`src/hw/ssr_regs.vh`:
```
// Purpose: Constants for the soft start ramp, jog and kick sequencer
// Assumes: 50 MHz clock, 32-bit Avalon-MM word registers at byte offsets
// Notes: Percent values are plain binary percent; times in seconds or ticks
`ifndef SSR_REGS_VH
`define SSR_REGS_VH

// Register byte offsets
`define SSR_OFF_PROFILE 6'h00
`define SSR_OFF_R1_INIT_V 6'h04
`define SSR_OFF_R1_INIT_I 6'h08
`define SSR_OFF_R1_TIME 6'h0c
`define SSR_OFF_R1_LIMIT 6'h10
`define SSR_OFF_R2_INIT_V 6'h14
`define SSR_OFF_R2_INIT_I 6'h18
`define SSR_OFF_R2_TIME 6'h1c
`define SSR_OFF_R2_LIMIT 6'h20
`define SSR_OFF_VJOG_LEVEL 6'h24
`define SSR_OFF_VJOG_TIME 6'h28
`define SSR_OFF_CJOG_LEVEL 6'h2c
`define SSR_OFF_KICK_LEVEL 6'h30
`define SSR_OFF_KICK_TIME 6'h34
`define SSR_OFF_COMM_FUNC 6'h38
`define SSR_OFF_STATUS 6'h3c

// Register word count of the setting array
`define SSR_NUM_CFG 15

// Reset values
`define SSR_RST_PROFILE 10'h001
`define SSR_RST_INIT_V 10'h03c
`define SSR_RST_INIT_I 10'h0c8
`define SSR_RST_TIME 10'h00a
`define SSR_RST_LIMIT 10'h15e
`define SSR_RST_VJOG_LEVEL 10'h032
`define SSR_RST_VJOG_TIME 10'h00a
`define SSR_RST_CJOG_LEVEL 10'h096
`define SSR_RST_KICK_LEVEL 10'h000
`define SSR_RST_KICK_TIME 10'h008
`define SSR_RST_COMM_FUNC 10'h000

// Field positions of the status word
`define SSR_ST_STATE_LSB 0
`define SSR_ST_LIMIT_BIT 4
`define SSR_ST_JOG_BIT 5
`define SSR_ST_CUR_BIT 6
`define SSR_ST_SEL_BIT 7
`define SSR_ST_LEVEL_LSB 16

// Encodings
`define SSR_FULL_VOLTAGE 10'h064
`define SSR_COMM_JOG_OFF 10'h003

// Timing
`define SSR_CLK_KHZ 50000
`define SSR_TICK_MS 100
`define SSR_KICK_MAX_MS 2000
`define SSR_TICK_CYCLES (`SSR_TICK_MS * `SSR_CLK_KHZ)
`define SSR_TICKS_PER_S (1000 / `SSR_TICK_MS)
`define SSR_KICK_MAX_TICKS (`SSR_KICK_MAX_MS / `SSR_TICK_MS)

`endif

```
`src/hw/ssr_start_seq.v`:
```
// Purpose: Start profile sequencer: ramp select, kick, ramp, jog, current cap
// Assumes: Operator contacts already debounced and synchronous to clock_i
// Notes: Settings are reached over Avalon-MM; status word at the last offset
//
// The Avalon-MM register port and the address map were left to the implementer.
`timescale 1ns/1ps
`include "ssr_regs.vh"

// Contract
// - Profile 1..4 picks voltage or current for ramp 1 and ramp 2.
// - Ramp 2 set used only with dual-ramp input closed.
// - Voltage ramp ignores initial current; current ramp ignores initial voltage.
// - Ramp 1 starts at its initial voltage for profiles 1 or 3.
// - Ramp 1 starts at its initial current for profiles 2 or 4.
// - Ramp 1 rises to limit or full voltage over 1..120 s.
// - Ramp may end early once the motor is at full speed.
// - Ramp 1 current capped at its limit until full speed or trip.
// - Ramp 2 starts at its initial voltage for profiles 1 or 4.
// - Ramp 2 starts at its initial current for profiles 2 or 3.
// - Ramp 2 has its own 1..120 s time, same end conditions.
// - Ramp 2 current capped at its own limit until full speed or trip.
// - Jog closed with run holds jog level, no ramp; open ignores jog.
// - Jog by voltage or current following the active ramp type.
// - Voltage jog level programmable 5..100 percent, default 50.
// - Voltage jog ends after its 1..20 s maximum time.
// - Current jog regulated at 100..500 percent with no time limit.
// - Jog disabled when communication port function equals 3.
// - Nonzero kick level applies a voltage pulse before initial torque.
// - Kick pulse never lasts longer than 2 seconds.
// - Kick duration from kick time 0.1..2 s, default 0.8 s.
module ssr_start_seq #(
    parameter TICK_CYCLES = `SSR_TICK_CYCLES
) (
    input wire clock_i,
    input wire rstn_i,
    input wire [5:0] address_i,
    input wire read_i,
    input wire write_i,
    input wire [3:0] byteenable_i,
    input wire [31:0] writedata_i,
    output reg [31:0] readdata_o,
    output wire waitrequest_o,
    input wire start_i,
    input wire dual_ramp_i,
    input wire jog_i,
    input wire at_speed_i,
    input wire overload_trip_i,
    input wire [9:0] motor_current_i,
    output reg drive_on_o,
    output reg drive_current_mode_o,
    output reg [9:0] drive_level_o,
    output reg [9:0] current_limit_o,
    output reg limit_active_o,
    output reg ramp2_active_o,
    output reg jog_active_o,
    output reg kick_active_o
);
    localparam ST_IDLE = 3'd0;
    localparam ST_KICK = 3'd1;
    localparam ST_RAMP = 3'd2;
    localparam ST_RUN = 3'd3;
    localparam ST_JOG = 3'd4;
    localparam ST_HOLD = 3'd5;

    localparam IX_PROFILE = 4'd0;
    localparam IX_R1 = 4'd1;
    localparam IX_R2 = 4'd5;
    localparam IX_VJOG_LEVEL = 4'd9;
    localparam IX_VJOG_TIME = 4'd10;
    localparam IX_CJOG_LEVEL = 4'd11;
    localparam IX_KICK_LEVEL = 4'd12;
    localparam IX_KICK_TIME = 4'd13;
    localparam IX_COMM_FUNC = 4'd14;

    // Setting reset value by word index
    function [9:0] cfg_rst;
        input [3:0] ix;
        begin
            case (ix)
                4'd0: cfg_rst = `SSR_RST_PROFILE;
                4'd1, 4'd5: cfg_rst = `SSR_RST_INIT_V;
                4'd2, 4'd6: cfg_rst = `SSR_RST_INIT_I;
                4'd3, 4'd7: cfg_rst = `SSR_RST_TIME;
                4'd4, 4'd8: cfg_rst = `SSR_RST_LIMIT;
                4'd9: cfg_rst = `SSR_RST_VJOG_LEVEL;
                4'd10: cfg_rst = `SSR_RST_VJOG_TIME;
                4'd11: cfg_rst = `SSR_RST_CJOG_LEVEL;
                4'd12: cfg_rst = `SSR_RST_KICK_LEVEL;
                4'd13: cfg_rst = `SSR_RST_KICK_TIME;
                4'd14: cfg_rst = `SSR_RST_COMM_FUNC;
                default: cfg_rst = 10'h000;
            endcase
        end
    endfunction

    // Ramp type: 1 = current ramp, 0 = voltage ramp
    function ramp_is_current;
        input [9:0] profile;
        input sel2;
        begin
            case (profile)
                10'h002: ramp_is_current = 1'b1;
                10'h003: ramp_is_current = sel2;
                10'h004: ramp_is_current = !sel2;
                default: ramp_is_current = 1'b0;
            endcase
        end
    endfunction

    // Seconds to ticks
    function [13:0] sec_ticks;
        input [9:0] sec;
        reg [31:0] p;
        begin
            p = sec * `SSR_TICKS_PER_S;
            sec_ticks = p[13:0];
        end
    endfunction

    reg [9:0] cfg [0:`SSR_NUM_CFG-1];
    reg ack;
    reg [2:0] state;
    reg sel2;
    reg is_cur;
    reg jog_r;
    reg [9:0] init_lvl;
    reg [13:0] time_ticks;
    reg [9:0] limit;
    reg [13:0] tick_cnt;
    reg [9:0] level;
    reg [13:0] acc;
    reg speed_seen;
    reg [9:0] next_level;
    reg next_cur_mode;
    reg next_on;
    reg next_limit_active;
    wire tick;
    wire req = read_i || write_i;
    wire [3:0] ix = address_i[5:2];
    wire mapped = ix < `SSR_NUM_CFG;
    wire take = req && ack;

    // Settings of the ramp about to start
    wire start_sel2 = dual_ramp_i;
    wire [3:0] base = start_sel2 ? IX_R2 : IX_R1;
    wire start_cur = ramp_is_current(cfg[IX_PROFILE], start_sel2);
    wire [9:0] start_init = start_cur ? cfg[base + 4'd1] : cfg[base];
    wire start_jog = jog_i && (cfg[IX_COMM_FUNC] != `SSR_COMM_JOG_OFF);
    wire [13:0] start_time = sec_ticks(cfg[base + 4'd2]);
    wire [9:0] start_limit = cfg[base + 4'd3];

    // Kick duration in ticks, clamped to the two-second ceiling
    wire [31:0] kick_max_w = `SSR_KICK_MAX_TICKS;
    wire [9:0] kick_max = kick_max_w[9:0];
    wire [9:0] kick_raw = cfg[IX_KICK_TIME];
    wire [9:0] kick_clip = (kick_raw > kick_max) ? kick_max : kick_raw;
    wire [13:0] kick_ticks = (kick_clip == 10'h000) ? 14'h0001 : {4'h0, kick_clip};
    wire [13:0] vjog_ticks = sec_ticks(cfg[IX_VJOG_TIME]);

    wire [9:0] final_lvl = is_cur ? limit : `SSR_FULL_VOLTAGE;
    wire [9:0] span = (final_lvl > init_lvl) ? final_lvl - init_lvl : 10'h000;
    wire over_limit = motor_current_i >= limit;

    ssr_tick #(
        .TICK_CYCLES(TICK_CYCLES)
    ) u_tick (
        .clock_i(clock_i),
        .rstn_i(rstn_i),
        .clear_i(state == ST_IDLE),
        .tick_o(tick)
    );

    // Bus: one wait cycle, then the access completes
    assign waitrequest_o = req && !ack;

    always @(posedge clock_i or negedge rstn_i) begin
        if (!rstn_i) begin
            ack <= 1'b0;
            readdata_o <= 32'h00000000;
        end else begin
            ack <= req && !ack;
            if (req && !ack && read_i) begin
                if (mapped) begin
                    readdata_o <= {22'h000000, cfg[ix]};
                end else if ({address_i[5:2], 2'b00} == `SSR_OFF_STATUS) begin
                    readdata_o <= {6'h00, level, 8'h00, sel2, is_cur, jog_r,
                        limit_active_o, 1'b0, state};
                end else begin
                    readdata_o <= 32'h00000000;
                end
            end
        end
    end

    genvar g;
    generate
        for (g = 0; g < `SSR_NUM_CFG; g = g + 1) begin : g_cfg
            always @(posedge clock_i or negedge rstn_i) begin
                if (!rstn_i) begin
                    cfg[g] <= cfg_rst(g);
                end else if (take && write_i && ix == g) begin
                    if (byteenable_i[0]) begin
                        cfg[g][7:0] <= writedata_i[7:0];
                    end
                    if (byteenable_i[1]) begin
                        cfg[g][9:8] <= writedata_i[9:8];
                    end
                end
            end
        end
    endgenerate

    // Sequencer
    always @(posedge clock_i or negedge rstn_i) begin
        if (!rstn_i) begin
            state <= ST_IDLE;
            sel2 <= 1'b0;
            is_cur <= 1'b0;
            jog_r <= 1'b0;
            init_lvl <= 10'h000;
            time_ticks <= 14'h0001;
            limit <= 10'h000;
            tick_cnt <= 14'h0000;
            level <= 10'h000;
            acc <= 14'h0000;
            speed_seen <= 1'b0;
        end else begin
            case (state)
                ST_IDLE: begin
                    tick_cnt <= 14'h0000;
                    acc <= 14'h0000;
                    speed_seen <= 1'b0;
                    if (start_i && !overload_trip_i) begin
                        sel2 <= start_sel2;
                        is_cur <= start_cur;
                        jog_r <= start_jog;
                        init_lvl <= start_init;
                        time_ticks <= (start_time == 14'h0000) ? 14'h0001 : start_time;
                        limit <= start_limit;
                        if (start_jog) begin
                            state <= ST_JOG;
                            level <= start_cur ? cfg[IX_CJOG_LEVEL] : cfg[IX_VJOG_LEVEL];
                        end else if (cfg[IX_KICK_LEVEL] != 10'h000) begin
                            state <= ST_KICK;
                            level <= cfg[IX_KICK_LEVEL];
                        end else begin
                            state <= ST_RAMP;
                            level <= start_init;
                        end
                    end
                end
                ST_KICK: begin
                    if (overload_trip_i) begin
                        state <= ST_HOLD;
                    end else if (!start_i) begin
                        state <= ST_IDLE;
                    end else if (tick) begin
                        if (tick_cnt + 14'h0001 >= kick_ticks) begin
                            state <= ST_RAMP;
                            level <= init_lvl;
                            tick_cnt <= 14'h0000;
                        end else begin
                            tick_cnt <= tick_cnt + 14'h0001;
                        end
                    end
                end
                ST_RAMP: begin
                    if (overload_trip_i) begin
                        state <= ST_HOLD;
                    end else if (!start_i) begin
                        state <= ST_IDLE;
                    end else if (at_speed_i) begin
                        state <= ST_RUN;
                        speed_seen <= 1'b1;
                    end else if (tick && tick_cnt + 14'h0001 >= time_ticks) begin
                        state <= ST_RUN;
                    end else begin
                        if (tick) begin
                            tick_cnt <= tick_cnt + 14'h0001;
                            acc <= acc + {4'h0, span} - ((acc >= time_ticks) ? time_ticks : 14'h0000);
                        end else if (acc >= time_ticks) begin
                            acc <= acc - time_ticks;
                        end
                        // Spread the span evenly over the ramp time
                        if (acc >= time_ticks && level < final_lvl && (is_cur || !over_limit)) begin
                            level <= level + 10'h001;
                        end
                    end
                end
                ST_RUN: begin
                    level <= `SSR_FULL_VOLTAGE;
                    if (at_speed_i) begin
                        speed_seen <= 1'b1;
                    end
                    if (overload_trip_i) begin
                        state <= ST_HOLD;
                    end else if (!start_i) begin
                        state <= ST_IDLE;
                    end
                end
                ST_JOG: begin
                    if (overload_trip_i) begin
                        state <= ST_HOLD;
                    end else if (!start_i) begin
                        state <= ST_IDLE;
                    end else if (tick && !is_cur) begin
                        if (tick_cnt + 14'h0001 >= vjog_ticks) begin
                            state <= ST_HOLD;
                        end else begin
                            tick_cnt <= tick_cnt + 14'h0001;
                        end
                    end
                end
                ST_HOLD: begin
                    if (!start_i) begin
                        state <= ST_IDLE;
                    end
                end
                default: begin
                    state <= ST_IDLE;
                end
            endcase
        end
    end

    // Output values for the next cycle
    always @* begin
        next_on = 1'b0;
        next_cur_mode = 1'b0;
        next_level = 10'h000;
        next_limit_active = 1'b0;
        case (state)
            ST_KICK: begin
                next_on = 1'b1;
                next_level = level;
                next_limit_active = 1'b1;
            end
            ST_RAMP: begin
                next_on = 1'b1;
                next_cur_mode = is_cur;
                next_level = level;
                next_limit_active = 1'b1;
            end
            ST_RUN: begin
                next_on = 1'b1;
                next_level = level;
                next_limit_active = !speed_seen;
            end
            ST_JOG: begin
                next_on = 1'b1;
                next_cur_mode = is_cur;
                next_level = level;
                next_limit_active = !is_cur;
            end
            default: begin
                next_on = 1'b0;
            end
        endcase
    end

    always @(posedge clock_i or negedge rstn_i) begin
        if (!rstn_i) begin
            drive_on_o <= 1'b0;
            drive_current_mode_o <= 1'b0;
            drive_level_o <= 10'h000;
            current_limit_o <= 10'h000;
            limit_active_o <= 1'b0;
            ramp2_active_o <= 1'b0;
            jog_active_o <= 1'b0;
            kick_active_o <= 1'b0;
        end else begin
            drive_on_o <= next_on;
            drive_current_mode_o <= next_cur_mode;
            drive_level_o <= next_level;
            current_limit_o <= limit;
            limit_active_o <= next_limit_active;
            ramp2_active_o <= sel2 && next_on;
            jog_active_o <= state == ST_JOG;
            kick_active_o <= state == ST_KICK;
        end
    end
endmodule // ssr_start_seq

```
`src/hw/ssr_tick.v`:
```
// Purpose: Time base pulse for the start sequencer
// Assumes: Clear is a synchronous level that restarts the period
// Notes: One-cycle tick every TICK_CYCLES clocks
`timescale 1ns/1ps
module ssr_tick #(
    parameter TICK_CYCLES = 5000000
) (
    input wire clock_i,
    input wire rstn_i,
    input wire clear_i,
    output reg tick_o
);
    reg [22:0] count;
    wire [31:0] last = TICK_CYCLES - 1;

    always @(posedge clock_i or negedge rstn_i) begin
        if (!rstn_i) begin
            count <= 23'h000000;
            tick_o <= 1'b0;
        end else if (clear_i || count == last[22:0]) begin
            count <= 23'h000000;
            tick_o <= !clear_i;
        end else begin
            count <= count + 23'h000001;
            tick_o <= 1'b0;
        end
    end
endmodule // ssr_tick

```
`config.mk`:
```
export PLATFORM = sky130hd
export DESIGN_NAME = ssr_start_seq
export DESIGN_NICKNAME = d
export VERILOG_FILES = /design/src/hw/ssr_start_seq.v /design/src/hw/ssr_tick.v
export VERILOG_INCLUDE_DIRS = /design/src /design/src/hw
export SDC_FILE = /design/constraint.sdc
export NUM_CORES = 1
export LEC_CHECK = 0
export BUFFER_PORTS_ARGS = -buffer_cell sky130_fd_sc_hd__buf_4
export CAP_MARGIN = 20
export CORE_MARGIN = 2
export CORE_UTILIZATION = 50
export CTS_BUF_LIST = sky130_fd_sc_hd__clkbuf_4
export CTS_CLUSTER_DIAMETER = 50
export DETAILED_ROUTE_END_ITERATION = 10
export GPL_TIMING_DRIVEN = 0
export MAX_ROUTING_LAYER = met4
export PLACE_DENSITY = 0.68
export RECOVER_POWER = 25
export SYNTH_ARGS = -nofsm -noshare
export SYNTH_HDL_FRONTEND = slang
export SYNTH_SLANG_ARGS = --single-unit
```
`constraint.sdc`:
```
create_clock -name clock_i -period 11.3 [get_ports clock_i]
set_input_delay 2.26 -clock clock_i [delete_from_list [all_inputs] [get_ports clock_i]]
set_output_delay 2.26 -clock clock_i [all_outputs]
set_load 0.005 [all_outputs]
```
==> impl_metrics.json <==
{
  "grt_start_max_net_pins": 123,
  "r2r_cells": 25,
  "netlist_area_mm2": 0.01875,
  "synth-edff-count": 0,
  "htreeDepth": 3,
  "endpoint_kind": "register",
  "synth_top_area_cell": "dfrtp_1",
  "port_buffers": 78,
  "avgSynthCellArea_um2": 10.62,
  "final_hold_viol_count": 0,
  "area_growth_pct": 12.64,
  "setup_tns_ns": 0,
  "failed_checks": "max-capacitance violations, max-slew violations",
  "vdd_drop_max_mv": 0.1911,
  "grt_pass1_vias": 14965,
  "synthTopCellsByArea": "dfrtp_1, mux2_2, ha_1",
  "numCtsBuffers": 85,
  "drc": 0,
  "ys_seq_elements": 300,
  "clk_pin_slew_worst_paths_ns": 0.07,
  "io_pins": 120,
  "cp.arrival_ns": 7.51,
  "drv_slew": 82,
  "drive_gt1_share_pct": 25.70,
  "p_leak_uw": 0.009828,
  "path_class": "register to register",
  "tightestPinTransition_ns": 4.634,
  "critPathLaunchType": "register",
  "start_util_pct": 50.97,
  "fillCellCount": 3224,
  "final_cell_mix": "dfrtp_1, mux2_2, nand2_1, nor2_1, ha_1",
  "fin_skew_ns": 0.07254,
  "place_congestion": 0.9404,
  "hp-class": "register to register",
  "async_reset_ff_share_pct": 100.0,
  "synth_top_area_share_pct": 34.44,
  "synth_ff_type": "dfrtp_1",
  "cp-startpoint": "is_cur",
  "holdPathStages": 0,
  "synth_cell_type_count": 78,
  "r2r-end": "acc[13]",
  "globalRoute.totalOverflow": 0,
  "cts_hold_buf": 0,
  "wl_um": 53520,
  "row_count": 70,
  "p_per_area_mw_per_mm2": 251.1,
  "layout_commonest_cell": "dfrtp_1",
  "antenna_found_initial": 1,
  "yosys_warnings": 0,
  "post_drt_wl_per_cell_um": 21.57,
  "setup_viol": 0,
  "die_h_um": 197.6,
  "syn_inst": 1766,
  "clk_path_buf_depth": 3,
  "hold_end": "current_limit_o[2]",
  "drt_iter0_drc": 1208,
  "ant_nets": 0,
  "outcome": "complete, but fails checks",
  "dp_hpwl_um": 40680,
  "fmaxAchievable_ghz": 0.1451,
  "firstDrtPassIters": 5,
  "track_usage_pct": 28.86,
  "drv_cap": 1,
  "hold_start": "limit[2]",
  "period_share_pct": 60.98,
  "clockRootBuffer": "clkbuf_4",
  "die_w_um": 197.6,
  "clock_latency_ns": 0.78,
  "path_max_fanout": 10,
  "post_cts_resized": 0,
  "cp.required_ns": 11.91,
  "utilization_pct": 57.41,
  "reg2reg_from": "is_cur",
  "slew_headroom_pct": -208.9,
  "rsz0062_at_grt": "no",
  "regToRegSetupSlack_ns": 4.41,
  "via_per_inst": 5.969,
  "cts.sinks": 300,
  "dieArea_mm2": 0.03906,
  "grt_pass1_wl_um": 84150,
  "nNetsFinal": 2155,
  "cts_tree": "done",
  "vias": 14810,
  "ys_seq_area_share_pct": 40.32,
  "cts_setup_buffers": 0,
  "period_needed_ns": 6.891,
  "core_area_mm2": 0.03679
}
area by class of cell:
class,instances,area (µm²),area share [%]
Antenna cell,1,2.502,0.01185
Buffer,81,361.6,1.712
Clock buffer,129,968.4,4.586
Clock inverter,22,122.6,0.5806
Inverter,111,416.7,1.973
Multi-Input combinational cell,1289,10470,49.59
Sequential cell,300,7560,35.80
Tap cell,468,585.6,2.773
Timing Repair Buffer,80,629.4,2.980
worst max-delay path by stage:
stage	to	cells past startpoint
3_3_place_gp	time_ticks[0]	15
5_1_grt	acc[13]	25
6_report	acc[13]	25
2_1_floorplan	time_ticks[0]	15
4_1_cts	acc[13]	25
3_5_place_dp	time_ticks[0]	15
state kept, by name, summed over array words and instances (netlist names), 3 cells and up:
name,count
time_ticks,14
readdata_o,20
u_tick.count,23
state,3
level,10
kick_raw,10
tick_cnt,14
current_limit_o,10
limit,10
cfg,140
drive_level_o,10
init_lvl,10
acc,14
per-layer routing:
metal / GRT usage, % / share of wire, % / vias up
met3: 5.856 / 7.6 / 128
met4: 12.14 / 3.6 / 0
met1: 37.92 / 43 / 7334
met5: - / 0 / -
met2: 43.71 / 46 / 584
li1: - / - / 6764
Yosys cell counts, types with 7 or more instances:
master	count
buf_1	9
ha_1	132
nand4_1	15
o211ai_1	7
o21a_1	11
a21oi_1	59
o21bai_1	8
nand2_1	149
nor3_1	25
dfrtp_1	258
mux2_2	183
and2_1	16
dfstp_2	42
a31oi_1	9
mux2i_1	39
xnor2_1	47
buf_4	12
a211oi_1	26
fa_1	14
nand3_1	32
or3_1	8
nor2_1	133
and3_1	8
o21ai_0	114
xor2_1	32
inv_1	110
a21o_1	25
mux4_2	50
o31ai_1	14
nand2b_1	14
clkbuf_1	55
nor2b_1	16
worst max-delay path, stage by stage, from the launching register on:
cell	delay, ns
dfrtp_1	0.32
clkbuf_1	0.50
clkbuf_1	0.45
nand2_1	0.11
ha_1	0.20
inv_1	0.08
fa_1	0.22
a21o_1	0.13
a21oi_1	0.09
o21bai_1	0.14
a21oi_1	0.11
o21ai_0	0.32
a211oi_1	0.15
nor3_1	0.81
nand2_1	0.23
fa_1	0.59
inv_1	0.06
ha_1	0.31
a211oi_1	0.45
o21ai_0	0.28
a311oi_1	0.42
o21bai_1	0.12
a21oi_1	0.25
o21ai_0	0.16
xnor2_1	0.18
o211ai_1	0.10
logic make-up (layout without fill, tap and decap cells):
family / Yosys count / in the layout / synth area share (%)
AO/OA/AOI/OAI: 327 / 327 / 11.26
XOR/XNOR: 79 / 79 / 3.691
buffers and inverters: 192 / 423 / 4.151
multiplexers: 272 / 272 / 19.08
flip-flops: 300 / 300 / 40.32
other: 2 / 18 / 0.04006
AND/OR/NAND/NOR: 448 / 448 / 11.15
adder cells (fa/ha/maj): 146 / 146 / 10.30
power by group:
group | internal [µW] | switching [µW] | leakage, µW | total (µW)
sequential | 1300 | 203 | 0.00391 | 1510
clock | 542 | 487 | 0.000646 | 1030
combinational | 1180 | 1590 | 0.00527 | 2770
total | 3020 | 2280 | 0.00983 | 5300
metrics by stage:
step / std cells / power (µW) / cell area [µm²] / hold slack [ns] / worst slack [ns]
2_1_floorplan: 1781 / 3439 / 18800 / 0.3737 / 5.177
3_3_place_gp: 2327 / 4184 / 19980 / 0.4484 / 4.489
3_5_place_dp: 2329 / 4262 / 20040 / 0.4557 / 4.413
4_1_cts: 2480 / 5318 / 21130 / 0.4702 / 4.449
5_1_grt: 2481 / 5699 / 21120 / 0.4895 / 3.920
6_report: 2481 / 5303 / 21120 / 0.4772 / 4.409
Note: power is estimated with default switching activity, not from simulation.
